File: config.mk
export PLATFORM = sky130hd
export DESIGN_NAME = isf_status_flags
export DESIGN_NICKNAME = d
export VERILOG_FILES = /design/src/isf_pkg.sv /design/src/isf_status_flags.sv
export SDC_FILE = /design/constraint.sdc
export NUM_CORES = 1
export LEC_CHECK = 0
export ABC_AREA = 1
export BUFFER_PORTS_ARGS = -buffer_cell sky130_fd_sc_hd__buf_2
export CAP_MARGIN = 20
export CORE_UTILIZATION = 40
export DETAILED_ROUTE_END_ITERATION = 8
export GPL_ROUTABILITY_DRIVEN = 0
export HOLD_SLACK_MARGIN = 0.05
export PLACE_DENSITY = 0.82
export SLEW_MARGIN = 20
export SYNTH_ARGS = -nofsm -noshare
export SYNTH_HDL_FRONTEND = slang
export SYNTH_SLANG_ARGS = --single-unit
File: constraint.sdc
create_clock -name clk_sys -period 1.5 [get_ports clk_sys]
set_input_delay 0.15 -clock clk_sys [delete_from_list [all_inputs] [get_ports clk_sys]]
set_output_delay 0.15 -clock clk_sys [all_outputs]
set_load 0.01 [all_outputs]
File: src/isf_pkg.sv
// Purpose: Shared constants and types for the two-wire status flag block.
// Assumes: Avalon-MM slave with 32-bit data, byte addresses, one word per register.
// Notes:   Offsets, bit positions and reset values live here only.
package isf_pkg;
   // ------------------------------------------------------------------
   // Register map (byte addresses).
   // ------------------------------------------------------------------
   localparam logic [3:0] OFS_STATUS_PRIMARY = 4'h0;
   localparam logic [3:0] OFS_STATUS_ERRORS  = 4'h4;
   localparam logic [3:0] OFS_CONTROL        = 4'h8;
   localparam logic [3:0] OFS_DATA           = 4'hc;

   // ------------------------------------------------------------------
   // Field positions of status_reg_a.
   // ------------------------------------------------------------------
   localparam int SA_EVENT    = 7;
   localparam int SA_SENT     = 5;
   localparam int SA_BUSY     = 4;
   localparam int SA_BYTEDONE = 3;
   localparam int SA_ADDRMAT  = 2;
   localparam int SA_MASTER   = 1;
   localparam int SA_START    = 0;

   // ------------------------------------------------------------------
   // Field positions of status_reg_b.
   // ------------------------------------------------------------------
   localparam int SB_ACKFAIL  = 4;
   localparam int SB_STOP     = 3;
   localparam int SB_ARBLOST  = 2;
   localparam int SB_BUSERR   = 1;
   localparam int SB_GENCALL  = 0;

   // ------------------------------------------------------------------
   // Field positions of the control register and reset values.
   // ------------------------------------------------------------------
   localparam int CT_ON       = 5;
   localparam int CT_GCEN     = 4;
   localparam int CT_START    = 3;
   localparam int CT_ACK      = 2;
   localparam int CT_IRQEN    = 0;
   localparam logic [7:0] RST_BYTE = 8'h00;
   localparam logic [31:0] RST_WORD = 32'h0000_0000;

   // Event pulses from the bit-level engine, same clock as this block.
   typedef struct packed {
      logic byteTx;      // Transmitted byte, acknowledge clock pulse received.
      logic byteRx;      // Received byte, acknowledge clock pulse sent.
      logic addrMatch;   // Own address received in slave mode.
      logic genCall;     // General call address received.
      logic startSent;   // Requested start condition generated.
      logic addrSent;    // Address byte sent in master mode.
      logic ackDone;     // An acknowledge bit passed on the bus.
      logic ackFail;     // No acknowledge for a byte.
      logic arbLost;     // Arbitration lost to another master.
      logic busErr;      // Misplaced start or stop condition.
   } isf_evt_t;

   // Control bits handed to the bit-level engine.
   typedef struct packed {
      logic on;
      logic genCallEn;
      logic startReq;
      logic ackEn;
      logic irqEn;
   } isf_ctl_t;
endpackage

File: src/isf_status_flags.sv
// Purpose: Status flags, two-step clears, clock stretch and bus-busy tracking of a
//          multi-master two-wire interface, with an Avalon-MM register slave.
// Assumes: Engine events arrive as one-cycle pulses on clk_sys; bus pins are asynchronous.
// Notes:   Every access is answered with exactly one wait cycle.
//
// What this block does
// - Event flag in top bit of status A; set by events, cleared by status B read, status A read with match, or status A read then data access or control write.
// - Event flag rises on byte done, own address, start sent, master address sent, enabled slave general call, stop flag and error events.
// - Reserved bit 6 of status A and bits 7..5 of status B read zero.
// - Direction bit shows transmit while byte done; clears with byte done.
// - Direction bit also clears on stop, arbitration loss or interface off.
// - Bus-busy sets on start condition, clears on stop condition.
// - Bus-busy keeps tracking while the interface is off.
// - Transmit byte done waits for ack pulse and for post-address event servicing.
// - Receive byte done sets after sent ack pulse when ack enabled.
// - Byte done clears by status A read then data write (transmit) or data read (receive); off clears too.
// - Clock line held low while byte done is set.
// - Address match sets in slave mode on own address or enabled general call; status A read clears.
// - Clock line held low while address match is set.
// - Master bit sets on start request; clears on stop, arbitration loss, off.
// - Start sent flag clears by status A read then data write.
// - Ack failure flag set on missing ack; status B read clears.
// - Stop flag set in slave mode after acknowledge; status B read clears.
// - Arbitration loss sets flag and returns to slave mode.
// - Bus error flag set on misplaced start or stop; status B read clears.
// - No clock stretch while any error flag is set.
// - General call flag set when enabled; stop or off clears it.
// - Interface off clears all flags except bus-busy.
// - Clock also held low while start sent or post-address event pending.
// - All events share one interrupt, gated by enable and global mask.
`timescale 1ns/10ps
`default_nettype none

module isf_status_flags #(
   parameter int ADDR_W = 4
) (
   input  wire logic             clk_sys,
   input  wire logic             rst_n,
   // Avalon-MM slave.
   input  wire logic [ADDR_W-1:0] address,
   input  wire logic             read,
   input  wire logic             write,
   input  wire logic [31:0]      writedata,
   input  wire logic [3:0]       byteenable,
   output logic [31:0]           readdata,
   output logic                  waitrequest,
   // Engine side.
   input  wire isf_pkg::isf_evt_t evt,
   input  wire logic [7:0]       rxByte,
   output isf_pkg::isf_ctl_t     ctl,
   output logic [7:0]            txByte,
   output logic                  txLoad,
   output logic                  rxTaken,
   // Bus pins.
   input  wire logic             sclIn,
   input  wire logic             sdaIn,
   output logic                  sclOut,
   output logic                  sclOe_n,
   // Interrupt.
   input  wire logic             globalMask,
   output logic                  irq
);

   // ------------------------------------------------------------------
   // Elaboration check.
   // ------------------------------------------------------------------
   if (ADDR_W < 4) begin : g_chk
      $error("ADDR_W must be at least 4");
   end

   // ------------------------------------------------------------------
   // Register state.
   // ------------------------------------------------------------------
   logic       ackCycle_r;
   logic [7:0] ctl_r;
   logic [7:0] data_r;
   logic       marker_r;
   logic       evf_r, tra_r, busy_r, btf_r, addr_match_flag_r, msl_r, sb_r;
   logic       af_r, stop_seen_flag_r, arb_lost_flag_r, bus_error_flag_r, gen_call_flag_r;
   logic       addrEvt_r;
   logic       btfHeld_r;
   logic       ackSeen_r;
   logic [2:0] sclSync_r, sdaSync_r;

   logic       acc, accRd, accWr;
   logic       hitA, hitB, hitCtl, hitData;
   logic       rdA, rdB, rdData, wrData, wrCtl;
   logic       pe;
   logic       startDet, stopDet;
   logic       seqData;
   logic       setBtf, setTra;
   logic       errAny;
   logic [7:0] statA, statB;

   // Decodes a byte address against one register offset.
   function automatic logic hit(input logic [ADDR_W-1:0] a, input logic [3:0] ofs);
      hit = (a == ADDR_W'(ofs));
   endfunction

   // ------------------------------------------------------------------
   // Bus slave handshake.
   // ------------------------------------------------------------------
   // A request waits one cycle; the answer edge is where side effects occur.
   assign waitrequest = (read | write) & ~ackCycle_r;
   assign acc         = (read | write) & ackCycle_r;
   assign accRd       = acc & read;
   assign accWr       = acc & write & byteenable[0];
   assign hitA        = hit(address, isf_pkg::OFS_STATUS_PRIMARY);
   assign hitB        = hit(address, isf_pkg::OFS_STATUS_ERRORS);
   assign hitCtl      = hit(address, isf_pkg::OFS_CONTROL);
   assign hitData     = hit(address, isf_pkg::OFS_DATA);
   assign rdA         = accRd & hitA;
   assign rdB         = accRd & hitB;
   assign rdData      = accRd & hitData;
   assign wrData      = accWr & hitData;
   assign wrCtl       = accWr & hitCtl;
   assign pe          = ctl_r[isf_pkg::CT_ON];

   // Wait-cycle toggle, cleared at the answer edge.
   always_ff @(posedge clk_sys or negedge rst_n) begin
      if (!rst_n) begin
         ackCycle_r <= 1'b0;
      end else begin
         ackCycle_r <= (read | write) & ~ackCycle_r;
      end
   end

   // Read data is loaded during the wait cycle so it stands at the answer edge.
   always_ff @(posedge clk_sys or negedge rst_n) begin
      if (!rst_n) begin
         readdata <= isf_pkg::RST_WORD;
      end else if (read && !ackCycle_r) begin
         if (hitA) begin
            readdata <= {24'h000000, statA};
         end else if (hitB) begin
            readdata <= {24'h000000, statB};
         end else if (hitCtl) begin
            readdata <= {24'h000000, ctl_r};
         end else if (hitData) begin
            readdata <= {24'h000000, rxByte};
         end else begin
            readdata <= isf_pkg::RST_WORD;
         end
      end
   end

   // ------------------------------------------------------------------
   // Control and data registers.
   // ------------------------------------------------------------------
   // Interface off clears every control bit except itself; start clears once sent.
   always_ff @(posedge clk_sys or negedge rst_n) begin
      if (!rst_n) begin
         ctl_r <= isf_pkg::RST_BYTE;
      end else if (wrCtl) begin
         ctl_r <= writedata[isf_pkg::CT_ON] ? (writedata[7:0] & 8'h3d) : 8'h00;
      end else if (!pe) begin
         ctl_r <= isf_pkg::RST_BYTE;
      end else if (evt.startSent) begin
         ctl_r[isf_pkg::CT_START] <= 1'b0;
      end
   end

   assign ctl.on        = pe;
   assign ctl.genCallEn = ctl_r[isf_pkg::CT_GCEN];
   assign ctl.startReq  = ctl_r[isf_pkg::CT_START];
   assign ctl.ackEn     = ctl_r[isf_pkg::CT_ACK];
   assign ctl.irqEn     = ctl_r[isf_pkg::CT_IRQEN];

   // Transmit byte holding register.
   always_ff @(posedge clk_sys or negedge rst_n) begin
      if (!rst_n) begin
         data_r <= isf_pkg::RST_BYTE;
      end else if (wrData) begin
         data_r <= writedata[7:0];
      end
   end

   // Load and take strobes toward the engine.
   always_ff @(posedge clk_sys or negedge rst_n) begin
      if (!rst_n) begin
         txLoad  <= 1'b0;
         rxTaken <= 1'b0;
      end else begin
         txLoad  <= wrData;
         rxTaken <= rdData;
      end
   end
   assign txByte = data_r;

   // ------------------------------------------------------------------
   // Two-step clear marker.
   // ------------------------------------------------------------------
   // marker arm/cancel
   always_ff @(posedge clk_sys or negedge rst_n) begin
      if (!rst_n) begin
         marker_r <= 1'b0;
      end else if (acc) begin
         marker_r <= rdA;
      end
   end
   assign seqData = marker_r & (rdData | wrData);

   // ------------------------------------------------------------------
   // Bus pin synchronisers and start/stop detection.
   // ------------------------------------------------------------------
   // Stage 0 feeds only stage 1; stages 1 and 2 feed the detectors.
   always_ff @(posedge clk_sys or negedge rst_n) begin
      if (!rst_n) begin
         sclSync_r <= 3'h7;
         sdaSync_r <= 3'h7;
      end else begin
         sclSync_r <= {sclSync_r[1:0], sclIn};
         sdaSync_r <= {sdaSync_r[1:0], sdaIn};
      end
   end
   assign startDet = sclSync_r[1] & sclSync_r[2] & sdaSync_r[2] & ~sdaSync_r[1];
   assign stopDet  = sclSync_r[1] & sclSync_r[2] & ~sdaSync_r[2] & sdaSync_r[1];

   always_ff @(posedge clk_sys or negedge rst_n) begin
      if (!rst_n) begin
         busy_r <= 1'b0;
      end else if (startDet) begin
         busy_r <= 1'b1;
      end else if (stopDet) begin
         busy_r <= 1'b0;
      end
   end

   // Remembers an acknowledge since the last start, for the stop flag.
   always_ff @(posedge clk_sys or negedge rst_n) begin
      if (!rst_n) begin
         ackSeen_r <= 1'b0;
      end else if (startDet || stopDet || !pe) begin
         ackSeen_r <= 1'b0;
      end else if (evt.ackDone) begin
         ackSeen_r <= 1'b1;
      end
   end

   // ------------------------------------------------------------------
   // Status register A flags.
   // ------------------------------------------------------------------
   // Post-address event: pending until status A read then control write.
   always_ff @(posedge clk_sys or negedge rst_n) begin
      if (!rst_n) begin
         addrEvt_r <= 1'b0;
      end else if (!pe) begin
         addrEvt_r <= 1'b0;
      end else if (evt.addrSent) begin
         addrEvt_r <= 1'b1;
      end else if (marker_r && wrCtl) begin
         addrEvt_r <= 1'b0;
      end
   end

   always_ff @(posedge clk_sys or negedge rst_n) begin
      if (!rst_n) begin
         btfHeld_r <= 1'b0;
      end else if (!pe) begin
         btfHeld_r <= 1'b0;
      end else if (evt.byteTx && (addrEvt_r || evt.addrSent)) begin
         btfHeld_r <= 1'b1;
      end else if (!addrEvt_r) begin
         btfHeld_r <= 1'b0;
      end
   end

   assign setTra = pe & ((evt.byteTx & ~addrEvt_r & ~evt.addrSent) | (btfHeld_r & ~addrEvt_r));
   assign setBtf = setTra | (pe & evt.byteRx & ctl_r[isf_pkg::CT_ACK]);

   always_ff @(posedge clk_sys or negedge rst_n) begin
      if (!rst_n) begin
         btf_r <= 1'b0;
      end else if (!pe) begin
         btf_r <= 1'b0;
      end else if (setBtf) begin
         btf_r <= 1'b1;
      end else if (marker_r && ((tra_r && wrData) || (!tra_r && rdData))) begin
         btf_r <= 1'b0;
      end
   end

   always_ff @(posedge clk_sys or negedge rst_n) begin
      if (!rst_n) begin
         tra_r <= 1'b0;
      end else if (!pe || stopDet || evt.arbLost) begin
         tra_r <= 1'b0;
      end else if (setBtf) begin
         tra_r <= setTra;
      end else if (!btf_r) begin
         tra_r <= 1'b0;
      end
   end

   always_ff @(posedge clk_sys or negedge rst_n) begin
      if (!rst_n) begin
         addr_match_flag_r <= 1'b0;
      end else if (!pe) begin
         addr_match_flag_r <= 1'b0;
      end else if (!msl_r && (evt.addrMatch ||
                              (evt.genCall && ctl_r[isf_pkg::CT_GCEN]))) begin
         addr_match_flag_r <= 1'b1;
      end else if (rdA) begin
         addr_match_flag_r <= 1'b0;
      end
   end

   always_ff @(posedge clk_sys or negedge rst_n) begin
      if (!rst_n) begin
         msl_r <= 1'b0;
      end else if (!pe || stopDet || evt.arbLost) begin
         msl_r <= 1'b0;
      end else if (wrCtl && writedata[isf_pkg::CT_START] && writedata[isf_pkg::CT_ON]) begin
         msl_r <= 1'b1;
      end
   end

   always_ff @(posedge clk_sys or negedge rst_n) begin
      if (!rst_n) begin
         sb_r <= 1'b0;
      end else if (!pe) begin
         sb_r <= 1'b0;
      end else if (evt.startSent) begin
         sb_r <= 1'b1;
      end else if (marker_r && wrData) begin
         sb_r <= 1'b0;
      end
   end

   // ------------------------------------------------------------------
   // Status register B flags, all but general call cleared by a status B read.
   // ------------------------------------------------------------------
   // error flags
   always_ff @(posedge clk_sys or negedge rst_n) begin
      if (!rst_n) begin
         af_r    <= 1'b0;
         stop_seen_flag_r <= 1'b0;
         arb_lost_flag_r  <= 1'b0;
         bus_error_flag_r  <= 1'b0;
      end else if (!pe) begin
         af_r    <= 1'b0;
         stop_seen_flag_r <= 1'b0;
         arb_lost_flag_r  <= 1'b0;
         bus_error_flag_r  <= 1'b0;
      end else begin
         af_r    <= evt.ackFail | (af_r & ~rdB);
         stop_seen_flag_r <= (stopDet & ~msl_r & ctl_r[isf_pkg::CT_ACK] & ackSeen_r) |
                    (stop_seen_flag_r & ~rdB);
         arb_lost_flag_r  <= evt.arbLost | (arb_lost_flag_r & ~rdB);
         bus_error_flag_r  <= evt.busErr | (bus_error_flag_r & ~rdB);
      end
   end

   always_ff @(posedge clk_sys or negedge rst_n) begin
      if (!rst_n) begin
         gen_call_flag_r <= 1'b0;
      end else if (!pe) begin
         gen_call_flag_r <= 1'b0;
      end else if (evt.genCall && ctl_r[isf_pkg::CT_GCEN]) begin
         gen_call_flag_r <= 1'b1;
      end else if (stopDet) begin
         gen_call_flag_r <= 1'b0;
      end
   end

   // ------------------------------------------------------------------
   // Event flag.
   // ------------------------------------------------------------------
   // event flag
   always_ff @(posedge clk_sys or negedge rst_n) begin
      if (!rst_n) begin
         evf_r <= 1'b0;
      end else if (!pe) begin
         evf_r <= 1'b0;
      end else if (setBtf || evt.addrMatch || evt.startSent || evt.addrSent ||
                   (!msl_r && evt.genCall && ctl_r[isf_pkg::CT_GCEN]) ||
                   evt.ackFail || evt.arbLost || evt.busErr ||
                   (stopDet && !msl_r && ctl_r[isf_pkg::CT_ACK] && ackSeen_r)) begin
         evf_r <= 1'b1;
      end else if (rdB || (rdA && addr_match_flag_r) || seqData || (marker_r && wrCtl)) begin
         evf_r <= 1'b0;
      end
   end

   assign statA = {evf_r, 1'b0, tra_r, busy_r, btf_r, addr_match_flag_r, msl_r, sb_r};
   assign statB = {3'h0, af_r, stop_seen_flag_r, arb_lost_flag_r, bus_error_flag_r, gen_call_flag_r};

   // ------------------------------------------------------------------
   // Clock stretch and interrupt.
   // ------------------------------------------------------------------
   assign errAny = af_r | stop_seen_flag_r | arb_lost_flag_r | bus_error_flag_r;

   assign sclOe_n = ~(pe & (btf_r | addr_match_flag_r | sb_r | addrEvt_r) & ~errAny);
   assign sclOut  = 1'b0;

   assign irq = evf_r & ctl_r[isf_pkg::CT_IRQEN] & ~globalMask;
endmodule

`default_nettype wire

==> reports/metrics.sh, run 1 <==
OUTCOME='completed'
POST-ROUTE-CELL-AREA_MM2=0.00283
IO_PINS=116
SYNTH.CELL_AREA_MM2=0.00233
SYNTH_EDF_COUNT=0
ROWS=27
FINALSETUPVIOLCOUNT=0
HOLD_PATH.CLASS='in -> reg'
CRITICAL_PATH_BUF_INV_COUNT=1
R2R-END='txByte[2]'
WORSTHOLDSTART='writedata[2]'
CTS.SINKS=46
VIAS_PER_CELL=4.57
GRT_ANTENNA_BEFORE_REPAIR=0
CAP_VIOLATIONS=0
FIN_TNS_SETUP_PS=0
CRIT_PATH_MAX_INCR_DELAY_PS=440
FIRSTDRTPASSITERS=4
AREA_DELTA_SYNTH_FINAL_PCT=21.6
CP_CELL_SEQUENCE='nor4_4 > nand3_2 > buf_6'
DETAIL_ROUTE.WIRELENGTH_UM=5060
END_KIND='primary output'
START_UTIL_PCT=42.0
GRT.OVERFLOW.TOTAL=0
FINAL_HOLD_VIOL_COUNT=0
GRT_MAX_DEGREE=47
DIEHEIGHT_UM=78.3
VIOLATION_COUNT_AFTER_THE_FIRST_DETAILED_ROUTING_ITERATION=158
HTREEDEPTH=2
CRITICAL_PATH_PEAK_FANOUT=3
VIAS=1969
CRIT_REQUIRED_PS=1350
SYNTH_AREA_LEADERS='sky130_fd_sc_hd__dfrtp_1 (43%), sky130_fd_sc_hd__nand2_1 (12%), sky130_fd_sc_hd__buf_4 (8.4%)'
MIN_PERIOD_PS=1450
SYNTH_SEQUENTIAL_AREA_RATIO_PCT=49.8
DRCVIOLATIONCOUNT=0
CTS_MADE_BUFFERS=5
CRITICAL-PATH-TOP-DELAY-FAMILY='flip-flops'
POST_SYNTH_NUM_CELL_TYPES=28
FIN_SKEW_PS=10.1
POST-SYNTH-TOP-AREA-FRACTION_PCT=43.0
POWER_PER_CELL_AREA_mW_PER_MM2=911
SYNTHESIS.AREA_PER_INSTANCE_UM2=8.28
SYNTHARSTFLOPSHARE_PCT=100
YOSYS_REGISTER_BITS=46
CLOCK_TREE.BUFFER_DEPTH=2
ANTENNA_LEFT=0
R2R-START='ackCycle_r'
WORSTSKEWPAIRLATENCY_PS=310
VDD.IR_DROP.WORST_mV=0.630
DIE_WD_UM=78.3
FIN_TOTAL_PWR_uW=2580
DRV_SLEW=0
SYN_INST=281
WORST_MIN_DELAY_PATH_ENDPOINT='txByte[2]'
REG2REG_SETUP_SLACK_PS=150
HPWLAFTERDP_UM=3870
DIE_FOOTPRINT_MM2=0.00612
SYNTH-MAIN-FF-CELL='sky130_fd_sc_hd__dfrtp_1'
POST_DRT_WL_PER_CELL_UM=11.7
FIRST_GLOBAL_VIAS=2042
RSZ_0062_RAISED_AFTER_GLOBAL_ROUTING='yes'
DPL.CELL_COUNT=414
POWER_LEAKAGE_uW=0.00155
TIMING.FINAL.CRIT_SHARE_PCT=96.8
MOST_INSTANTIATED_CELLS_AFTER_SYNTHESIS='sky130_fd_sc_hd__nand2_1 (77), sky130_fd_sc_hd__dfrtp_1 (40), sky130_fd_sc_hd__inv_1 (28), sky130_fd_sc_hd__buf_4 (26), sky130_fd_sc_hd__nor2_1 (26)'
CRITPATHLAUNCHTYPE='flip-flop'
INSTANCES_NO_FILL=431
CTS_TREE='built'
MAX_CLOCK_FREQ_MHz=689
SYNTH_MOST_COMMON_CELL='sky130_fd_sc_hd__nand2_1'
FIN_NETS=423
HOLDPATHSTAGES=3
WORSTMARGINPINSLEW_PS=557
TOTAL_CORE_AREA_MM2=0.00554
CRITICAL_PATH.SLOWEST_CELL='sky130_fd_sc_hd__dfrtp_1'
CLK_PIN_SLEW_PS=80
PORT_BUFFERS=63
NETLIST.TOP_CELL.BY_AREA='sky130_fd_sc_hd__dfrtp_1'
GRT_FIRST_PASS_WIRELENGTH_UM=9040
FINAL_LAYOUT_SIZE_SUFFIX_GT1_SHARE_PCT=27.6
INSERTEDDIODECOUNT=0
CRITPATHKIND='reg -> out'
TIMING.SLEW.HEADROOM_PCT=62.9
PLACE_AREA_MM2=0.00263
FILLCELLCOUNT=540
CRIT_ARRIVAL_PS=1300
YOSYS_WARNINGS=0
CLOCKROOTBUFFER='sky130_fd_sc_hd__clkbuf_8'
WORSTREGTOREGCELLS=6
GLOBALROUTETOTALUTIL_PCT=19.1
metal layers:
| layer | wire [µm] | track usage (%) |
|---|---|---|
| met4 | 8 | 3.33 |
| met5 | 0 | 0 |
| met1 | 2120 | 24.0 |
| met3 | 420 | 5.70 |
| met2 | 2510 | 33.0 |
layout by cell type, fill, tap and decap left out, types with 2 or more instances in the layout:
| cell | n |
|---|---|
| sky130_fd_sc_hd__nand2_1 | 77 |
| sky130_fd_sc_hd__buf_2 | 62 |
| sky130_fd_sc_hd__dfrtp_1 | 40 |
| sky130_fd_sc_hd__inv_1 | 28 |
| sky130_fd_sc_hd__nor2_1 | 26 |
| sky130_fd_sc_hd__conb_1 | 25 |
| sky130_fd_sc_hd__o21ai_0 | 20 |
| sky130_fd_sc_hd__nand3_1 | 15 |
| sky130_fd_sc_hd__a21oi_1 | 13 |
| sky130_fd_sc_hd__dlygate4sd3_1 | 8 |
| sky130_fd_sc_hd__dfstp_2 | 6 |
| sky130_fd_sc_hd__nand2_2 | 5 |
| sky130_fd_sc_hd__clkbuf_8 | 5 |
| sky130_fd_sc_hd__nor2_4 | 4 |
| sky130_fd_sc_hd__nand4_1 | 3 |
| sky130_fd_sc_hd__buf_4 | 3 |
| sky130_fd_sc_hd__inv_2 | 2 |
report_power, final:
part / internal (µW) / total (µW) / switching, µW
registers: 1330 / 1400 / 66.4
clock network: 327 / 753 / 426
logic: 166 / 423 / 257
total: 1830 / 2580 / 749
final cells by class:
type | instances | area, µm² | area share, %
clock inverter | 3 | 21.3 | 0.752
tap | 72 | 90.1 | 3.18
clock buffer | 5 | 68.8 | 2.43
inverter | 31 | 129 | 4.56
timing repair buffer | 74 | 424 | 15.0
multi-input combinational | 200 | 937 | 33.1
sequential | 46 | 1160 | 41.0
metrics by stage:
| stage | util, % | hold WS (ps) | worst slack [ps] |
|---|---|---|---|
| after CTS | 50.6 | 61.5 | 8.98 |
| after detailed placement | 47.4 | 257 | 121 |
| final | 51.1 | 67.6 | 48.4 |
| after global routing | 51.1 | 83.8 | -36.0 |
| after global placement | 47.4 | 255 | 178 |
| after floorplan | - | -146 | 372 |
registers in the layout, indices dropped and copies added (netlist names), 3 cells and up:
name       flops
ctl_r          5
readdata       8
sdaSync_r      3
sclSync_r      3
txByte         8
worst reg2reg max path: stages (launching register included):
cell and delay [ps]:
sky130_fd_sc_hd__dfrtp_1 510, sky130_fd_sc_hd__nand2_1 190, sky130_fd_sc_hd__nor2_8 160, sky130_fd_sc_hd__nand2_2 70
sky130_fd_sc_hd__buf_4 200, sky130_fd_sc_hd__nand2_1 80, sky130_fd_sc_hd__nand2_1 50
cell families after synthesis:
logic type / Yosys count / synth area share [%]
AO/OA/AOI/OAI: 40 / 9.36
buffers and inverters: 59 / 14.6
flip-flops: 46 / 49.8
other: 1 / 0.161
AND/OR/NAND/NOR: 135 / 26.0
how the worst max path moves through the flow:
stage | start | to | slack (ps) | depth (start not counted)
2_1_floorplan | ackCycle_r | evf_r | 370 | 8
3_3_place_gp | ackCycle_r | txByte[5] | 180 | 6
3_5_place_dp | ackCycle_r | txByte[2] | 120 | 6
4_1_cts | af_r | sclOe_n | 9 | 3
5_1_grt | stop_seen_flag_r | sclOe_n | -40 | 3
6_report | stop_seen_flag_r | sclOe_n | 50 | 3
timing repair:
action                                  4_1_cts  5_1_grt
endpoints found under the setup margin        1        1
hold buffers                                  8        0
pin swaps                                     0        1
buffers inserted                              0        1
gates cloned                                  0        0
resized for setup                             1        3
endpoints found under the hold margin        47        0
(Power assumes the default switching activity.)
==> inputs of run 2 (changes only) <==
==> constraint.sdc (replaced) <==
create_clock -name clk_sys -period 1.5 [get_ports clk_sys]
set_input_delay 0.45 -clock clk_sys [delete_from_list [all_inputs] [get_ports clk_sys]]
set_output_delay 0.45 -clock clk_sys [all_outputs]
set_load 0.01 [all_outputs]
==> run 2 against run 1 <==
The flow now finishes with violations (negative setup slack). Critical path depth unchanged. Die area unchanged. Fmax decreased by 17%. Sequential power about the same. Via count increased by 1.1%. Clock skew decreased by 2.5 ps. First-iteration DRC count decreased by 20%. Worst setup slack got worse by 300 ps. Total power increased by 0.70%. Register-to-register slack improved by 40 ps. Clock power about the same. Cell count unchanged.
==> reports/metrics.sh, run 2 (synthesis gave the netlist of run 1 again) <==
IO_PINS=116
END_KIND='primary output'
GLOBALROUTETOTALUTIL_PCT=18.7
DIE_FOOTPRINT_MM2=0.00612
ROWS=27
START_UTIL_PCT=42.0
TIMING.FINAL.CRIT_SHARE_PCT=116
POWER_FRAC_SEQ_PCT=53.8
GRT.OVERFLOW.TOTAL=0
FINAL_COMMON_CELL='sky130_fd_sc_hd__nand2_1'
CRITICAL-PATH-TOP-DELAY-FAMILY='simple AND/OR/NAND/NOR gates'
AREA_DELTA_SYNTH_FINAL_PCT=21.8
CRITICAL_PATH_BUF_INV_COUNT=1
FIRST_GLOBAL_VIAS=1911
HTREEDEPTH=2
VDD.IR_DROP.WORST_mV=0.613
GRT_ANTENNA_BEFORE_REPAIR=0
MULTI_INPUT_COMB_AREA_UM2=941
DRV_SLEW=0
FINAL.SETUP.WORST_SLACK_PS=-247
FIN_TOTAL_PWR_uW=2590
DETAIL_ROUTE.WIRELENGTH_UM=5050
POSTLAYOUTCOREUTIL_PCT=51.1
ANTENNA_LEFT=0
DPL.CELL_COUNT=421
HPWLAFTERDP_UM=3870
HOLD_PATH.CLASS='in -> async'
POST_DRT_WL_PER_CELL_UM=11.7
FIN_TNS_SETUP_PS=-247
SHARE_CLK_OF_TOTAL_POWER_PCT=29.1
GRT_MAX_DEGREE=47
FIN_NETS=423
CTS_TREE='built'
RSZ_0062_RAISED_AFTER_GLOBAL_ROUTING='yes'
FINAL_LAYOUT_SIZE_SUFFIX_GT1_SHARE_PCT=30.4
DIE_WD_UM=78.3
CTS_MADE_BUFFERS=5
VIOLATIONS='negative setup slack'
P_SW_uW=758
POST-ROUTE-CELL-AREA_MM2=0.00283
DRCVIOLATIONCOUNT=0
FILLCELLCOUNT=518
FINALSETUPVIOLCOUNT=1
VIOLATION_COUNT_AFTER_THE_FIRST_DETAILED_ROUTING_ITERATION=126
PLACE_AREA_MM2=0.00270
CTS.SINKS=46
CRIT_PATH_MAX_INCR_DELAY_PS=410
CRITICAL_PATH.SLOWEST_CELL='sky130_fd_sc_hd__dfrtp_1'
CLOCKROOTBUFFER='sky130_fd_sc_hd__clkbuf_8'
VIAS=1991
CRITPATHKIND='reg -> out'
SEQCELLAREA_MM2=0.00116
FIN_SKEW_PS=7.63
VIAS_PER_CELL=4.62
CRIT_ARRIVAL_PS=1300
CP_CELL_SEQUENCE='nor4_4 > nand3_2 > buf_2'
CRIT_REQUIRED_PS=1050
CLK_PIN_SLEW_PS=90
INSERTEDDIODECOUNT=0
CAP_VIOLATIONS=0
POWER_PER_CELL_AREA_mW_PER_MM2=916
OUTCOME='finished, violations left'
LAYOUT_COMMON_CELLS='sky130_fd_sc_hd__nand2_1 (77), sky130_fd_sc_hd__buf_2 (63), sky130_fd_sc_hd__dfrtp_1 (39)'
FINAL_HOLD_VIOL_COUNT=0
INSTANCES_NO_FILL=431
CLOCK_TREE.BUFFER_DEPTH=2
WORSTSKEWPAIRLATENCY_PS=310
PORT_BUFFERS=63
TOTAL_CORE_AREA_MM2=0.00554
POWER.SWITCHING_FRACTION_PCT=29.2
CRITICAL_PATH_PEAK_FANOUT=2
INTERNAL_POWER_uW=1840
MIN_PERIOD_PS=1750
MAX_CLOCK_FREQ_MHz=572
CRITPATHLAUNCHTYPE='flip-flop'
DIEHEIGHT_UM=78.3
FIRSTDRTPASSITERS=4
POWER_LEAKAGE_uW=0.00157
GRT_FIRST_PASS_WIRELENGTH_UM=8650
POWER.SHARE.COMBINATIONAL_PCT=17.0
## run 2: power groups by stage
stage / Clock (µW) / Combinational (µW) / Sequential (µW)
CTS: 776 / 433 / 1390
floorplan: 0 / 259 / 1420
global route: 839 / 504 / 1410
global placement: 0 / 413 / 1410
finish: 756 / 442 / 1400
detailed placement: 0 / 425 / 1410
## run 2: timing repair
action,4_1_cts,5_1_grt
buffers inserted,1,1
cloned,0,0
pin swaps,2,2
hold buffers,0,0
endpoints found under the setup margin,2,4
resized for setup,2,3
## run 2: stage by stage
step | hold slack, ps | setup WS, ps
finish | 103 | -247
global route | 113 | -330
CTS | 104 | -240
detailed placement | 347 | 24.7
global placement | 346 | 37.6
floorplan | 154 | 246
## run 2: per-layer routing
layer | GRT usage [%] | wire (µm) | up-vias
met5 | 0 | 0 | -
met3 | 6.51 | 431 | 6
met1 | 22.5 | 2150 | 912
met4 | 6.48 | 71 | 0
met2 | 31.2 | 2400 | 83
li1 | - | - | 990
## run 2: path summary, 6_finish.rpt
path                         startpoint           end  slack (ps)  cells past startpoint
min in group clk_sys              sdaIn  sdaSync_r[0]         240                      1
max in group asynchronous         rst_n  sdaSync_r[1]        1140                      2
setup / recovery                   af_r       sclOe_n        -250                      3
setup reg to reg             ackCycle_r   readdata[5]         190                      4
hold / removal                    rst_n     txByte[7]         100                      2
hold reg to reg            sdaSync_r[0]  sdaSync_r[1]         360                      0
## run 2: cell type report
cell class / instances / area share [%]
Clock inverter: 3 / 0.751
Tap cell: 72 / 3.18
Inverter: 31 / 4.55
Sequential cell: 46 / 40.9
Clock buffer: 5 / 2.43
Multi-Input combinational cell: 200 / 33.2
Timing Repair Buffer: 74 / 14.9
==> inputs of run 3 (changes only) <==
--- a/config.mk
+++ b/config.mk
@@ -6,7 +6,7 @@
 export NUM_CORES = 1
 export LEC_CHECK = 0
 export ABC_AREA = 1
-export BUFFER_PORTS_ARGS = -buffer_cell sky130_fd_sc_hd__buf_2
+export BUFFER_PORTS_ARGS = -buffer_cell sky130_fd_sc_hd__buf_4
 export CAP_MARGIN = 20
 export CORE_UTILIZATION = 40
 export DETAILED_ROUTE_END_ITERATION = 8
==> run 3 against run 2 <==
Critical endpoint unchanged. Hold slack gained 33 ps. Design area grew 5.2%. Largest power group unchanged. The run still ends with negative setup slack left. Fmax shrank 3.0%. Sequential power is essentially flat. Critical path depth is the same. Via count grew 3.4%. Cell count grew 0.23%.
==> reports/metrics.sh, run 3 (synthesis gave the netlist of run 1 again) <==
OUTCOME='finished, violations left'
VIOLATIONS='negative setup slack'
DIEHEIGHT_UM=78.3
WORSTMARGINPINSLEW_PS=571
FIN_NETS=424
GLOBALROUTETOTALUTIL_PCT=19.0
CRITICAL-PATH-TOP-DELAY-FAMILY='simple AND/OR/NAND/NOR gates'
GRT_ANTENNA_BEFORE_REPAIR=0
FIRSTDRTPASSITERS=4
FINAL_COMMON_CELL='sky130_fd_sc_hd__nand2_1'
FINALSETUPVIOLCOUNT=1
END_KIND='primary output'
POWER.SHARE.COMBINATIONAL_PCT=19.2
RSZ_0062_RAISED_AFTER_GLOBAL_ROUTING='yes'
CTS.SINKS=46
DETAIL_ROUTE.WIRELENGTH_UM=5450
HOLD_PATH.CLASS='in -> async'
CRITICAL_PATH_BUF_INV_COUNT=1
FINAL_HOLD_VIOL_COUNT=0
PRECTSSETUPSLACK_PS=6.15
VIAS_PER_CELL=4.76
CLK_PIN_SLEW_PS=80
TIMING.FINAL.CRIT_SHARE_PCT=120
MAX_CLOCK_FREQ_MHz=555
ANTENNA_LEFT=0
GRT_MAX_DEGREE=47
TOTAL_CORE_AREA_MM2=0.00554
GRT.OVERFLOW.TOTAL=0
AREA_DELTA_SYNTH_FINAL_PCT=28.1
POST_DRT_WL_PER_CELL_UM=12.6
CRITICAL_PATH.SLOWEST_CELL='sky130_fd_sc_hd__dfrtp_1'
VDD.IR_DROP.WORST_mV=0.672
HTREEDEPTH=2
P_SW_uW=758
POWER_FRAC_SEQ_PCT=52.6
DIE_WD_UM=78.3
SHARE_CLK_OF_TOTAL_POWER_PCT=28.2
ROWS=27
INTERNAL_POWER_uW=1890
CTS_MADE_BUFFERS=5
WORSTREGTOREGCELLS=4
CRITICAL_PATH_PEAK_FANOUT=2
POSTLAYOUTCOREUTIL_PCT=53.8
DRCVIOLATIONCOUNT=0
GRT_FIRST_PASS_WIRELENGTH_UM=8820
INSERTEDDIODECOUNT=0
MIN_PERIOD_PS=1800
CRIT_REQUIRED_PS=1050
LAYOUT_COMMON_CELLS='sky130_fd_sc_hd__nand2_1 (77), sky130_fd_sc_hd__buf_4 (72), sky130_fd_sc_hd__dfrtp_1 (39)'
DRV_SLEW=0
PORT_BUFFERS=63
FIN_SKEW_PS=7.06
CP_CELL_SEQUENCE='nor4_4 > nand3_1 > buf_4'
HPWLAFTERDP_UM=4130
POWER.SWITCHING_FRACTION_PCT=28.6
DIE_FOOTPRINT_MM2=0.00612
FIRST_GLOBAL_VIAS=2011
CLOCKROOTBUFFER='sky130_fd_sc_hd__clkbuf_8'
START_UTIL_PCT=42.0
POWER_LEAKAGE_uW=0.00161
IO_PINS=116
CLOCK_TREE.BUFFER_DEPTH=2
FINAL_LAYOUT_SIZE_SUFFIX_GT1_SHARE_PCT=30.0
TIMING.SLEW.HEADROOM_PCT=61.9
CRIT_PATH_MAX_INCR_DELAY_PS=420
CTS_TREE='built'
WORSTSKEWPAIRLATENCY_PS=310
POWER_PER_CELL_AREA_mW_PER_MM2=890
CRITPATHLAUNCHTYPE='flip-flop'
FINAL.SETUP.WORST_SLACK_PS=-302
CRITPATHKIND='reg -> out'
CRIT_ARRIVAL_PS=1350
TIMING.CRITICAL_PATH.DEPTH=3
VIOLATION_COUNT_AFTER_THE_FIRST_DETAILED_ROUTING_ITERATION=110
VIAS=2058
CAP_VIOLATIONS=0
[run 3: per-layer routing]
metal	up-vias	track usage [%]	part of all wire (%)
met4	0	7.04	2.3
met3	11	6.28	7.8
li1	993	-	-
met2	100	32.4	49
met1	954	22.0	41
met5	-	0	0
[run 3: path summary, 6_finish.rpt]
check / from / end / slack (ps)
min in group clk_sys: sclIn / sclSync_r[0] / 240
worst max-delay path: bus_error_flag_r / sclOe_n / -300
worst min register to register: sdaSync_r[0] / sdaSync_r[1] / 360
worst max register to register: ackCycle_r / readdata[2] / 190
worst min-delay path: rst_n / ackSeen_r / 140
max in group asynchronous: rst_n / ctl_r[5] / 950
[run 3: repair_timing]
| item | CTS | global route |
|---|---|---|
| hold buffers | 0 | 0 |
| hold endpoints to repair | 0 | 0 |
| setup buffers | 3 | 1 |
| gates resized for setup | 3 | 3 |
| pin swaps | 2 | 1 |
| setup endpoints to repair | 3 | 4 |
[run 3: layout make-up]
cell class / instances / area [µm²]
Clock inverter: 2 / 10.0
Timing Repair Buffer: 75 / 583
Inverter: 31 / 129
Fill cell: 537 / 2560
Tap cell: 72 / 90.1
Multi-Input combinational cell: 200 / 936
Sequential cell: 46 / 1160
Clock buffer: 6 / 72.6
[run 3: per-stage QoR]
step	power (µW)	std cells	cell area (µm²)	TNS [ps]	hold WS, ps
final	2650	432	2980	-302	137
after CTS	2660	431	2960	-249	156
after detailed placement	1900	420	2840	0	351
after global routing	2780	432	2980	-449	180
after floorplan	1680	305	2420	0	154
after global placement	1880	420	2840	0	346
[run 3: power by group through the flow]
stage / clock, µW / combinational (µW) / sequential (µW)
2_1_floorplan: 0 / 259 / 1420
3_3_place_gp: 0 / 466 / 1410
3_5_place_dp: 0 / 481 / 1420
4_1_cts: 766 / 503 / 1390
5_1_grt: 810 / 569 / 1410
6_report: 747 / 509 / 1400
